$ cat src/logic/wls_regs.svh
// Constants of the wind limit value output scheduler.
`ifndef WLS_REGS_SVH
`define WLS_REGS_SVH
`define WLS_CLK_HZ 20000000
`define WLS_TICK_CYC (`WLS_CLK_HZ)
`define WLS_CYCLIC_STEP_S 10
`define WLS_CYCLIC_MAX 120
`define WLS_LV2_DEFAULT 8'h0A
`define WLS_LV2_MIN 8'h01
`define WLS_LV2_MAX 8'h23
`define WLS_HYST_DEFAULT 8'h03
`define WLS_ON_DLY_DEFAULT 4'h8
`define WLS_OFF_DLY_DEFAULT 4'hA
`endif

$ cat src/logic/wls_pkg.sv
// Types of the wind limit value output scheduler.
package wls_pkg;
  typedef enum logic [1:0] {
    WLS_ACT_OFF = 2'h0,
    WLS_ACT_ON = 2'h1,
    WLS_ACT_NONE = 2'h2
  } wls_act_e;
  typedef logic [3:0] wls_dly_t;
  // Delay table index 0 is no delay; steps from 1 s to 60 min.
  function automatic logic [11:0] wls_dly_secs(input wls_dly_t sel);
    case (sel)
      4'h0: wls_dly_secs = 12'h000;
      4'h1: wls_dly_secs = 12'h001;
      4'h2: wls_dly_secs = 12'h003;
      4'h3: wls_dly_secs = 12'h005;
      4'h4: wls_dly_secs = 12'h00A;
      4'h5: wls_dly_secs = 12'h00F;
      4'h6: wls_dly_secs = 12'h01E;
      4'h7: wls_dly_secs = 12'h03C;
      4'h8: wls_dly_secs = 12'h0B4;
      4'h9: wls_dly_secs = 12'h12C;
      4'hA: wls_dly_secs = 12'h258;
      4'hB: wls_dly_secs = 12'h384;
      4'hC: wls_dly_secs = 12'h708;
      default: wls_dly_secs = 12'hE10;
    endcase
  endfunction
endpackage

$ cat src/logic/wls_scheduler.sv
// Limit value state, delays and telegram scheduling for one wind channel.
`timescale 1ns/1ns
`include "wls_regs.svh"
module wls_scheduler
  import wls_pkg::*;
#(
  parameter int TICK_CYC = `WLS_TICK_CYC
) (
  // Clock and reset.
  input wire logic core_clk,
  input wire logic nrst,
  // Measurement and threshold settings, in m/s.
  input wire logic [7:0] windSpeed,
  input wire logic [7:0] thresholdLevel,
  input wire logic [7:0] hysteresis,
  input wire logic inverseSense,
  input wire logic [1:0] actExceed,
  input wire logic [1:0] actUndershoot,
  // Delay and send settings.
  input wire logic [3:0] onDelaySel,
  input wire logic [3:0] offDelaySel,
  input wire logic sendOnChange,
  input wire logic [6:0] cyclicCount,
  // Telegram request to the bus interface and the applied limit state.
  output logic sendReq,
  output logic sendValue,
  output logic limitState
);
  logic [24:0] tickCnt_q;
  logic tick_q;
  logic rawState_q;
  logic crossVal_q;
  logic crossSilent_q;
  logic [11:0] dlyCnt_q;
  logic dlyRun_q;
  logic [10:0] cycCnt_q;
  logic sendReq_q;
  logic sendValue_q;
  logic outState_q;

  // Limit clamped to the 1..35 m/s range of the second limit.
  wire logic [7:0] lvClamped = (thresholdLevel < `WLS_LV2_MIN) ?
    `WLS_LV2_MIN : (thresholdLevel > `WLS_LV2_MAX) ?
    `WLS_LV2_MAX : thresholdLevel;
  wire logic [8:0] hiLimit = {1'b0, lvClamped} + {1'b0, hysteresis};
  wire logic [8:0] loLimit = {1'b0, lvClamped} - {1'b0, hysteresis};
  // Normal sense: exceed at LV, release below LV - hysteresis.
  // Inverse sense: undershoot at LV, release above LV + hysteresis.
  wire logic hitUp = inverseSense ? ({1'b0, windSpeed} < {1'b0, lvClamped})
                                  : (windSpeed > lvClamped);
  wire logic hitDn = inverseSense ? ({1'b0, windSpeed} > hiLimit)
                                  : (loLimit[8] ? 1'b0 :
                                     ({1'b0, windSpeed} < loLimit));
  wire logic setEvt = hitUp && !rawState_q;
  wire logic clrEvt = hitDn && rawState_q;
  wire logic [1:0] evtAct = setEvt ? actExceed : actUndershoot;
  wire logic evtNone = (evtAct == 2'(WLS_ACT_NONE)) ||
                       (evtAct == 2'h3);
  wire logic evtVal = (evtAct == 2'(WLS_ACT_ON));
  wire logic crossEvt = (setEvt || clrEvt) && !evtNone;
  wire logic pending = crossVal_q != outState_q;
  wire logic dlyDone = pending && dlyRun_q && (dlyCnt_q == 12'h000);
  wire logic [10:0] cycPeriod = 11'(cyclicCount) * 11'(`WLS_CYCLIC_STEP_S);
  wire logic cycDue = (cyclicCount != 7'h00) && tick_q &&
                      (cycCnt_q >= cycPeriod - 11'h001);

  // Seconds tick from the core clock.
  always_ff @(posedge core_clk or negedge nrst) begin
    if (!nrst) begin
      tickCnt_q <= 25'h0000000;
      tick_q <= 1'b0;
    end else begin
      tick_q <= (tickCnt_q == 25'(TICK_CYC - 1));
      tickCnt_q <= (tickCnt_q == 25'(TICK_CYC - 1)) ? 25'h0000000
                                                    : tickCnt_q + 25'h1;
    end
  end

  // Hysteresis state and the value requested by the last crossing.
  always_ff @(posedge core_clk or negedge nrst) begin
    if (!nrst) begin
      rawState_q <= 1'b0;
      crossVal_q <= 1'b0;
      crossSilent_q <= 1'b0;
    end else begin
      if (setEvt) begin
        rawState_q <= 1'b1;
      end else if (clrEvt) begin
        rawState_q <= 1'b0;
      end
      if (setEvt || clrEvt) begin
        crossSilent_q <= evtNone;
        if (!evtNone) begin
          crossVal_q <= evtVal;
        end
      end
    end
  end

  // Delay timer; a new crossing with an on or off action restarts it, the old value stays meanwhile.
  always_ff @(posedge core_clk or negedge nrst) begin
    if (!nrst) begin
      dlyCnt_q <= 12'h000;
      dlyRun_q <= 1'b0;
      outState_q <= 1'b0;
    end else if (crossEvt) begin
      dlyCnt_q <= evtVal ? wls_dly_secs(onDelaySel)
                         : wls_dly_secs(offDelaySel);
      dlyRun_q <= 1'b1;
    end else if (dlyDone) begin
      outState_q <= crossVal_q;
      dlyRun_q <= 1'b0;
    end else if (dlyRun_q && tick_q && dlyCnt_q != 12'h000) begin
      dlyCnt_q <= dlyCnt_q - 12'h001;
    end
  end

  // Cyclic repeat counter in seconds and the telegram request.
  always_ff @(posedge core_clk or negedge nrst) begin
    if (!nrst) begin
      cycCnt_q <= 11'h000;
      sendReq_q <= 1'b0;
      sendValue_q <= 1'b0;
    end else begin
      if (cycDue || cyclicCount == 7'h00) begin
        cycCnt_q <= 11'h000;
      end else if (tick_q) begin
        cycCnt_q <= cycCnt_q + 11'h001;
      end
      sendReq_q <= 1'b0;
      if (dlyDone && sendOnChange) begin
        sendReq_q <= 1'b1;
        sendValue_q <= crossVal_q;
      end else if (cycDue && !crossSilent_q) begin
        // The old value repeats while a delay is pending; on the apply
        // cycle the new value goes out so it matches the output object.
        sendReq_q <= 1'b1;
        sendValue_q <= dlyDone ? crossVal_q : outState_q;
      end
    end
  end

  assign sendReq = sendReq_q;
  assign sendValue = sendValue_q;
  assign limitState = outState_q;
endmodule

$ cat config.mk
export PLATFORM = sky130hd
export DESIGN_NAME = wls_scheduler
export DESIGN_NICKNAME = d
export VERILOG_FILES = /design/src/logic/wls_pkg.sv /design/src/logic/wls_scheduler.sv
export VERILOG_INCLUDE_DIRS = /design/src /design/src/logic
export SDC_FILE = /design/constraint.sdc
export NUM_CORES = 1
export LEC_CHECK = 0
export BUFFER_PORTS_ARGS = -buffer_cell sky130_fd_sc_hd__buf_4
export CORE_MARGIN = 3
export CORE_UTILIZATION = 40
export CTS_BUF_LIST = sky130_fd_sc_hd__clkbuf_4 sky130_fd_sc_hd__clkbuf_8
export CTS_CLUSTER_DIAMETER = 100
export CTS_CLUSTER_SIZE = 20
export DETAILED_ROUTE_END_ITERATION = 6
export PLACE_DENSITY = 0.62
export SKIP_CTS_REPAIR_TIMING = 1
export SYNTH_ARGS = -nofsm -noshare
export SYNTH_HDL_FRONTEND = slang
export SYNTH_SLANG_ARGS = --single-unit
$ cat constraint.sdc
create_clock -name core_clk -period 2.23 [get_ports core_clk]
set_clock_uncertainty 0.15 [all_clocks]
set_input_delay 0.446 -clock core_clk [delete_from_list [all_inputs] [get_ports core_clk]]
set_output_delay 0.446 -clock core_clk [all_outputs]
set_load 0.05 [all_outputs]
Word-level counts from Yosys, hierarchy flattened:

Memory sizes are Yosys's and may differ from the RTL's.
Cells that the tools add are included.

* equality and inequality tests: 6
* add/subtract/negate cells: 6
* muxes and demuxes: 22
* bitwise logic cells: 1
* $lt $le $gt $ge: 7
* multiply operators: 1
* reductions and logical operators: 28

Operators by type and width (number)
* $mux W12: 4
* $add A25 B1 Y25 const B: 1
* $eq A25 B25 Y1 const B: 1
* $mux W25: 1
* $mux W11: 2
* $mux W8: 2
* $logic_not A12 Y1: 1
* $mux W1: 12
* $reduce_bool A12 Y1: 1
* $sub A12 B1 Y12 const B: 1
* $add A11 B1 Y11 const B: 1
* $ge A11 B11 Y1: 1
* $logic_and A1 B1 Y1: 11
* $sub A11 B1 Y11 const B: 1
* $mul A7 B3 Y10 const B: 1
* $reduce_bool A2 Y1: 5
* $add A8 B8 Y9: 1
* $gt A8 B9 Y1: 1
* $lt A8 B9 Y1: 1
* $sub A8 B8 Y9: 1
* $gt A8 B6 Y1 const B: 1
* $gt A8 B8 Y1: 1
* $lt A8 B1 Y1 const B: 1
* $lt A8 B8 Y1: 1
* other kinds (11): 17

* memories kept: 2
* input bits: 47
* bits in registers: 56
* output and inout port bits: 3
* bits in read-only memories: 384

Memory list
* (no name shown): words 16, bits a word 12, read ports 1, clocked after Yosys merged registers in 0, wr ports 0, line wls_pkg.sv:11 `case (sel)`
* (no name shown): words 16, bits a word 12, read ports 1, clocked after Yosys merged registers in 0, wr ports 0, line wls_pkg.sv:11

Depth between registers and ports, before layout:

Gate-level depths: netlist of the first run.

* depth after elaboration: 13
* depth in mapped cells: 22
* mapped depth without buffers: 20

Worst setup path before layout of the first run:

Ideal clock, no wire load.

* path type: in2reg
* from: in thresholdLevel[4]
* to: reg dlyCnt_q[9]
* buffers on the path: 2
* cell stages on the path: 22
* setup time: 0.132 ns
* setup slack: -2.030 ns
* data arrival time: 3.978 ns
* cells stage by stage: nor3_1 o21ai_0 nor2_1 inv_1 ha_1 nand2b_1 a21oi_1 o21ai_0 a21oi_1 nor2_1 o21ai_0 xor2_1 ha_1 nand4_1 o211a_1 o221ai_1 a2111oi_0 a41o_4 or2_1 buf_6 buf_8 a31oi_2

* word-level cells in the longest chain between the ends: 13
* elaborated cells on any way between the ends: 28

RTL lines
* from (decl): line wls_scheduler.sv:14 `input wire logic [7:0] thresholdLevel,`
* $gt A8 B6 Y1 (no line)
* $mux W8: line wls_scheduler.sv:43 `` `WLS_LV2_MIN : (thresholdLevel > `WLS_LV2_MAX) ? ``
* $mux W8 (*): line wls_scheduler.sv:42 `` wire logic [7:0] lvClamped = (thresholdLevel < `WLS_LV2_MIN) ? ``
* branches (longest 10 deep; another with $sub A8 B8 Y9)
* to (signal assigned): line wls_scheduler.sv:107 `dlyCnt_q <= evtVal ? wls_dly_secs(onDelaySel)`
* to (signal assigned): line wls_scheduler.sv:114 `dlyCnt_q <= dlyCnt_q - 12'h001;`
* to (decl): line wls_scheduler.sv:34 `logic [11:0] dlyCnt_q;`

Every way passes the cells marked *.
A chain may end at the register's enable or synchronous reset.

Final worst setup path of the first run:

* from: in thresholdLevel[4]
* to: reg dlyCnt_q[2]

The elaborated chain is that of the path after synthesis.

==> summary.json, run 1 <==
{
  "cts": {
    "root_buffer": "sky130_fd_sc_hd__clkbuf_8",
    "cts_max_level": 2,
    "cts_buffers": 5,
    "cts_tree": "done",
    "worst_skew_pair.late_latency_ns": 0.31,
    "cts_buffer_depth": 2,
    "clock_sinks": 56,
    "cts.clk_slew.worst_paths_ns": 0.09
  },
  "placement": {
    "post_dp_cell_area_mm2": 0.00674,
    "placement.setup.worst_slack_ns": -2.19,
    "detailed_place_hpwl_um": 10200,
    "place_congestion": 0.974,
    "port_buffers": 49
  },
  "global_route": {
    "grt_pass1_wl_um": 21400,
    "first_global_vias": 4760,
    "grt_usage_pct": 17.4,
    "grt_overflow": 0,
    "antenna_found_initial": 0,
    "pin_count_of_the_biggest_net_entering_global_routing": 57
  },
  "synth": {
    "arithmetic_cell_share_of_the_synthesized_area_counting_full_adders_half_adders_and_majority_gates_pct": 18.6,
    "synth_seq_cells": 56,
    "asyncSetResetFlopFracSynth_pct": 100,
    "synth_compound_area_share_pct": 17.2,
    "yosys_most_used_dff": "sky130_fd_sc_hd__dfrtp_1",
    "main_combinational_cell_family_by_area_after_synthesis": "simple AND/OR/NAND/NOR gates",
    "synthDominantAreaCellType": "sky130_fd_sc_hd__dfrtp_1",
    "syn_area_cell_um2": 8.89,
    "netlist_top_cells_area": "sky130_fd_sc_hd__dfrtp_1 (27%), sky130_fd_sc_hd__ha_1 (17%), sky130_fd_sc_hd__xnor2_1 (6.4%)",
    "multiplexer_share_of_the_synthesized_area_pct": 1.63,
    "synth-warning-count": 0,
    "seq_area_frac_synth_pct": 26.8,
    "synthXorXnorAreaFrac_pct": 10.7,
    "synth_largest_type_area_fraction_pct": 26.8,
    "netlist_area_mm2": 0.00524,
    "synth-edff-count": 0,
    "synthSimpleGateAreaFrac_pct": 20.1,
    "synthesis.instances": 589,
    "ys_types": 65
  },
  "layout": {
    "signed_area_change_from_the_synthesized_netlist_to_the_final_layout_pct": 37.2,
    "ff_latch_area_mm2": 0.00140,
    "layout.nets": 872,
    "finalInstanceArea_mm2": 0.00718,
    "insertedDiodeCount": 0,
    "fillers": 1173,
    "layout-drive-gt1-share_pct": 34.1,
    "multi_input_area_mm2": 0.00402,
    "post-route-util_pct": 56.5
  },
  "outcome": {
    "violations_in_the_final_reports": "negative setup slack",
    "run_status": "finished with violations"
  },
  "sta": {
    "final_hold_violating_endpoints": 0,
    "period_utilisation_layout_pct": 179,
    "pins_over_slew_limit": 0,
    "tightestPinTransition_ns": 0.691,
    "hold_ws_ns": 0.0367,
    "rsz0062_at_grt": "true",
    "setup-tns-final_ns": -42.63,
    "setup_viol_count_final": 30,
    "finalCriticalPeriod_ns": 4.00,
    "fmax_ghz": 0.250,
    "slew_headroom_pct": 53.9,
    "layout_setup_ws_ns": -1.77
  },
  "detailed_routing": {
    "drc_errors": 0,
    "finalWirelength_um": 12800,
    "drtPass1Iterations": 4,
    "initialDrtViolationCount": 198,
    "drt.antenna.violating_nets": 0,
    "routed_via_density": 5.13,
    "detail_route.wl_per_cell_um": 13.9,
    "vias": 4728
  },
  "floorplanning": {
    "start_util_pct": 41.1,
    "die_w_um": 120,
    "placeableCoreArea_mm2": 0.0127,
    "die_h_um": 120,
    "placementRows": 41,
    "top_level_ports": 50,
    "floorplan.die_area_mm2": 0.0145
  },
  "hold_path": {
    "tightest_hold_check_type": "input port to async pin"
  },
  "power": {
    "ir_drop_worst_case_vdd_mv": 0.333,
    "cellPowerDensity_mw_per_mm2": 535,
    "cellLeakagePower_nw": 3.38
  },
  "job": {
    "drv_cap": 0
  },
  "setup_path": {
    "cpMaxStageDelayCell": "sky130_fd_sc_hd__or4_4",
    "cp-end-kind": "flip-flop",
    "critical-path-max-stage-delay_ns": 0.50,
    "path_class": "input port to flip-flop",
    "worst-path-max-fanout": 12,
    "ff2ff_setup_slack_ns": -0.26,
    "r2r_end": "sendValue",
    "worst-endpoint-required_ns": 2.33,
    "critical_path_arrival_ns": 4.10,
    "r2r_cells": 6,
    "worst_setup_path_startpoint": "thresholdLevel[4]",
    "cp-start-kind": "input port",
    "worst_r2r_startpoint": "dlyCnt_q[4]",
    "cp_cell_sequence": "buf_8 > nor3_4 > o21ai_2 > a211o_1 > buf_4 > inv_1 > ha_4 > fa_2 > and3b_2 > o311a_4 > or4_4 > nand2_4 > ha_4 > o21a_1 > o31ai_2 > a41o_4 > buf_8 > nor3b_1 > a31o_4"
  }
}
==> how the worst max path moves through the flow <==
stage | end | slack (ns) | cells after the start
global route | dlyCnt_q[2] | -1.95 | 22
floorplan | dlyCnt_q[10] | -1.73 | 21
detailed placement | dlyCnt_q[5] | -2.19 | 21
CTS | dlyCnt_q[5] | -1.87 | 21
finish | dlyCnt_q[2] | -1.77 | 19
global placement | dlyCnt_q[5] | -2.00 | 18
==> cell usage after synthesis (5+ instances only) <==
cell / number
sky130_fd_sc_hd__a21oi_1: 27
sky130_fd_sc_hd__xor2_1: 26
sky130_fd_sc_hd__nor4_1: 5
sky130_fd_sc_hd__nand3_1: 29
sky130_fd_sc_hd__nand4_1: 10
sky130_fd_sc_hd__inv_1: 46
sky130_fd_sc_hd__o21a_1: 7
sky130_fd_sc_hd__a21o_1: 12
sky130_fd_sc_hd__o21ai_0: 19
sky130_fd_sc_hd__clkbuf_1: 12
sky130_fd_sc_hd__nor3_1: 22
sky130_fd_sc_hd__nand2_1: 31
sky130_fd_sc_hd__and3_1: 7
sky130_fd_sc_hd__a31oi_2: 9
sky130_fd_sc_hd__nor2b_1: 8
sky130_fd_sc_hd__ha_1: 73
sky130_fd_sc_hd__dfrtp_1: 56
sky130_fd_sc_hd__and4_1: 5
sky130_fd_sc_hd__nor2_1: 52
sky130_fd_sc_hd__xnor2_1: 38
==> flip-flops by register name (all words and copies together) (netlist names) <==
register,cells
dlyCnt_q,12
tick_q,1
tickCnt_q,25
cycCnt_q,11
crossVal_q,1
sendValue,1
rawState_q,1
sendReq,1
dlyRun_q,1
limitState,1
crossSilent_q,1
==> where the power goes <==
part / total (mW) / internal [mW] / switching, mW
registers: 1.31 / 1.17 / 0.136
logic: 1.94 / 0.996 / 0.943
clock network: 0.593 / 0.279 / 0.314
==> placed cells by master (no fill, tap or decap), types with 4 or more instances in the layout <==
cell and n:
sky130_fd_sc_hd__buf_4 154, sky130_fd_sc_hd__ha_1 64, sky130_fd_sc_hd__dfrtp_1 56, sky130_fd_sc_hd__nor2_1 49, sky130_fd_sc_hd__inv_1 44, sky130_fd_sc_hd__xnor2_1 35, sky130_fd_sc_hd__nand2_1 30, sky130_fd_sc_hd__nand3_1 28
sky130_fd_sc_hd__xor2_1 25, sky130_fd_sc_hd__a21oi_1 17, sky130_fd_sc_hd__o21ai_0 14, sky130_fd_sc_hd__a21o_1 12, sky130_fd_sc_hd__nor3_1 11, sky130_fd_sc_hd__a21oi_2 11, sky130_fd_sc_hd__nand4_1 10, sky130_fd_sc_hd__nor3_2 9
sky130_fd_sc_hd__a31oi_2 9, sky130_fd_sc_hd__nor2b_1 8, sky130_fd_sc_hd__and3_1 7, sky130_fd_sc_hd__o21a_1 7, sky130_fd_sc_hd__conb_1 6, sky130_fd_sc_hd__ha_4 6, sky130_fd_sc_hd__clkbuf_8 6, sky130_fd_sc_hd__o21ai_1 5
sky130_fd_sc_hd__and4_1 5, sky130_fd_sc_hd__buf_6 5, sky130_fd_sc_hd__nand2b_1 4, sky130_fd_sc_hd__or3_1 4, sky130_fd_sc_hd__nor4_1 4, sky130_fd_sc_hd__nand3b_1 4, sky130_fd_sc_hd__nand4b_1 4, sky130_fd_sc_hd__mux2i_1 4
sky130_fd_sc_hd__buf_8 4
==> routing by layer <==
layer	up-vias	wire [um]	part of all wire, %	track usage [%]
li1	2429	-	-	-
met1	2235	5860	46	22.9
met2	50	6530	51	30.9
met3	14	209	1.6	1.64
met4	0	178	1.4	3.97
met5	-	0	0	0
==> worst max-delay path: cells and delay by family <==
kind / cells / cell delay (ns)
adder cells (fa/ha/maj): 3 / 0.46
AND/OR/NAND/NOR: 5 / 1.29
buffers and inverters: 4 / 0.49
AO/OA/AOI/OAI: 7 / 1.40
==> metrics by stage <==
stage | power, mW | std cells
detailed placement | 3.08 | 904
finish | 3.84 | 922
CTS | 3.68 | 912
floorplan | 2.41 | 593
global placement | 3.01 | 904
global route | 4.13 | 922
==> layout make-up <==
| type | instances | share of cell area (%) |
|---|---|---|
| inverter | 46 | 2.40 |
| tap | 172 | 3.00 |
| multi-input combinational | 477 | 56.0 |
| clock buffer | 8 | 1.36 |
| sequential | 56 | 19.5 |
| timing repair buffer | 163 | 17.7 |
==> kinds of logic after synthesis <==
logic type                 count (synthesis)
muxes                                      8
adders and majority gates                 76
buffers and inverters                     62
xor gates and xnor gates                  64
DFF                                       56
AOI/OAI and AO/OA                        119
other                                      2
and+or+nand+nor                          202
Power figures use the tool's default switching activity.
==> run 2: changes to the inputs <==
--- a/config.mk
+++ b/config.mk
@@ -6,14 +6,15 @@
 export SDC_FILE = /design/constraint.sdc
 export NUM_CORES = 1
 export LEC_CHECK = 0
-export BUFFER_PORTS_ARGS = -buffer_cell sky130_fd_sc_hd__buf_4
 export CORE_MARGIN = 3
 export CORE_UTILIZATION = 40
 export CTS_BUF_LIST = sky130_fd_sc_hd__clkbuf_4 sky130_fd_sc_hd__clkbuf_8
 export CTS_CLUSTER_DIAMETER = 100
 export CTS_CLUSTER_SIZE = 20
 export DETAILED_ROUTE_END_ITERATION = 6
-export PLACE_DENSITY = 0.62
+export DONT_BUFFER_PORTS = 1
+export PLACE_DENSITY = 0.58
+export SETUP_SLACK_MARGIN = 0.02
 export SKIP_CTS_REPAIR_TIMING = 1
 export SYNTH_ARGS = -nofsm -noshare
 export SYNTH_HDL_FRONTEND = slang
==> run 2 against run 1 <==
The run still ends with negative setup slack left; die area unchanged; clock power rose by 17%; via count is 5.4% lower; flip-flop and latch count unchanged; combinational power decreased by 9%; total power fell by 2.1%; critical path type unchanged; critical endpoint unchanged; largest power group unchanged.
==> summary.json, run 2 (synthesis gave the netlist of run 1 again) <==
{
  "outcome": {
    "run_status": "finished with violations",
    "violations_in_the_final_reports": "negative setup slack"
  },
  "layout": {
    "finish.cell_count_without_fillers": 852,
    "largestRegisters": "tickCnt_q x25, dlyCnt_q x12, cycCnt_q x11",
    "signed_area_change_from_the_synthesized_netlist_to_the_final_layout_pct": 26.3,
    "finalInstanceArea_mm2": 0.00661,
    "registers.top_by_ff_count": "tickCnt_q",
    "most_frequent_standard_cell_in_the_layout_excluding_fill_and_tap_cells": "sky130_fd_sc_hd__buf_4",
    "largest_register_ffs": 25,
    "insertedDiodeCount": 0,
    "layout.nets": 802,
    "post-route-util_pct": 52.0,
    "layout_common_cells": "sky130_fd_sc_hd__buf_4 (88), sky130_fd_sc_hd__ha_1 (64), sky130_fd_sc_hd__dfrtp_1 (56)",
    "layout-drive-gt1-share_pct": 27.4
  },
  "floorplanning": {
    "die_w_um": 120,
    "placementRows": 41,
    "top_level_ports": 50,
    "start_util_pct": 41.1,
    "floorplan.die_area_mm2": 0.0145,
    "placeableCoreArea_mm2": 0.0127,
    "die_h_um": 120
  },
  "sta": {
    "rsz0062_at_grt": "true",
    "final_hold_violating_endpoints": 0,
    "setup_viol_count_final": 30,
    "tightestPinTransition_ns": 0.530,
    "layout_setup_ws_ns": -1.52,
    "hold_ws_ns": 0.190,
    "slew_headroom_pct": 64.7,
    "period_utilisation_layout_pct": 168,
    "pins_over_slew_limit": 0,
    "fmax_ghz": 0.267,
    "finalCriticalPeriod_ns": 3.75
  },
  "cts": {
    "cts_max_level": 2,
    "root_buffer": "sky130_fd_sc_hd__clkbuf_8",
    "worst_skew_pair.late_latency_ns": 0.31,
    "cts_tree": "done",
    "clock_sinks": 56,
    "cts.clk_slew.worst_paths_ns": 0.10,
    "cts_buffer_depth": 2,
    "cts_buffers": 5
  },
  "job": {
    "drv_cap": 0
  },
  "detailed_routing": {
    "drtPass1Iterations": 4,
    "initialDrtViolationCount": 229,
    "detail_route.wl_per_cell_um": 14.1,
    "drt.antenna.violating_nets": 0,
    "routed_via_density": 5.25,
    "drc_errors": 0,
    "vias": 4473,
    "finalWirelength_um": 12100
  },
  "setup_path": {
    "critical-path-max-stage-delay_ns": 0.48,
    "worst-endpoint-required_ns": 2.29,
    "critical_path_buf_inv_count": 2,
    "cp_cell_sequence": "nor3_4 > o21ai_2 > a211o_1 > inv_1 > ha_2 > fa_2 > and3b_1 > o311a_4 > or4_4 > nand2_2 > ha_4 > o21a_1 > o31ai_2 > a41o_4 > buf_6 > nor3b_1 > a31o_2",
    "critical_path_arrival_ns": 3.80,
    "worst-path-max-fanout": 12,
    "cpMaxStageDelayCell": "sky130_fd_sc_hd__or4_4",
    "cpLargestDelayFamily": "compound AO/OA/AOI/OAI gates",
    "cp-end-kind": "flip-flop",
    "path_class": "input port to flip-flop",
    "cp-start-kind": "input port"
  },
  "power": {
    "ir_drop_worst_case_vdd_mv": 0.316,
    "cellPowerDensity_mw_per_mm2": 568,
    "cellLeakagePower_nw": 3.03
  },
  "global_route": {
    "grt_overflow": 0,
    "first_global_vias": 4545,
    "grt_pass1_wl_um": 20400,
    "pin_count_of_the_biggest_net_entering_global_routing": 57,
    "grt_usage_pct": 16.6,
    "antenna_found_initial": 0
  },
  "placement": {
    "dp.cells": 836,
    "post_dp_cell_area_mm2": 0.00623,
    "place_congestion": 0.820,
    "detailed_place_hpwl_um": 9630,
    "port_buffers": 0
  },
  "hold_path": {
    "tightest_hold_check_type": "input port to flip-flop"
  }
}
run 2: changes by cell type in the layout (fill, tap and decap cells not counted), sizes merged:
cell / previous run / this run
buf: 163 / 92
bufinv: 0 / 1
clkbuf: 8 / 6
dlygate4sd3: 0 / 1
inv: 46 / 47
run 2: path summary, 6_finish.rpt:
path,slack [ns],endpoint,cells past startpoint,from
worst max-delay path,-1.52,dlyCnt_q[2],17,thresholdLevel[4]
worst min-delay path,0.19,crossVal_q,2,actUndershoot[0]
worst max register to register,-0.34,sendValue,6,dlyCnt_q[4]
worst min register to register,0.34,tickCnt_q[0],1,tickCnt_q[0]
max in group asynchronous,1.19,dlyCnt_q[3],2,nrst
min in group asynchronous,0.50,tickCnt_q[12],2,nrst
run 2: layout make-up:
class	instances	area [um^2]
Multi-Input combinational cell	477	3980
Fill cell	1210	6110
Clock inverter	2	38.8
Clock buffer	6	76.3
Sequential cell	56	1400
Tap cell	172	215
Inverter	46	173
Timing Repair Buffer	93	732
run 2: through the flow:
| stage | setup TNS [ns] | power, mW | setup slack, ns |
|---|---|---|---|
| global placement | -47.11 | 2.91 | -1.87 |
| CTS | -39.23 | 3.66 | -1.63 |
| global route | -41.31 | 4.04 | -1.67 |
| floorplan | -42.31 | 2.41 | -1.73 |
| finish | -36.46 | 3.76 | -1.52 |
| detailed placement | -48.84 | 2.95 | -1.94 |
run 2: report_power, final:
group	switching, mW	leakage, nW	internal [mW]
clock	0.341	0.0592	0.352
combinational	0.870	2.26	0.903
sequential	0.119	0.713	1.17
total	1.33	3.03	2.43
run 2: routing by layer:
layer / global-route usage (%) / vias up / wire [um]
li1: - / 2286 / -
met1: 21.4 / 2137 / 5460
met2: 30.2 / 43 / 6190
met3: 2.20 / 7 / 312
met4: 2.41 / 0 / 87
met5: 0 / - / 0
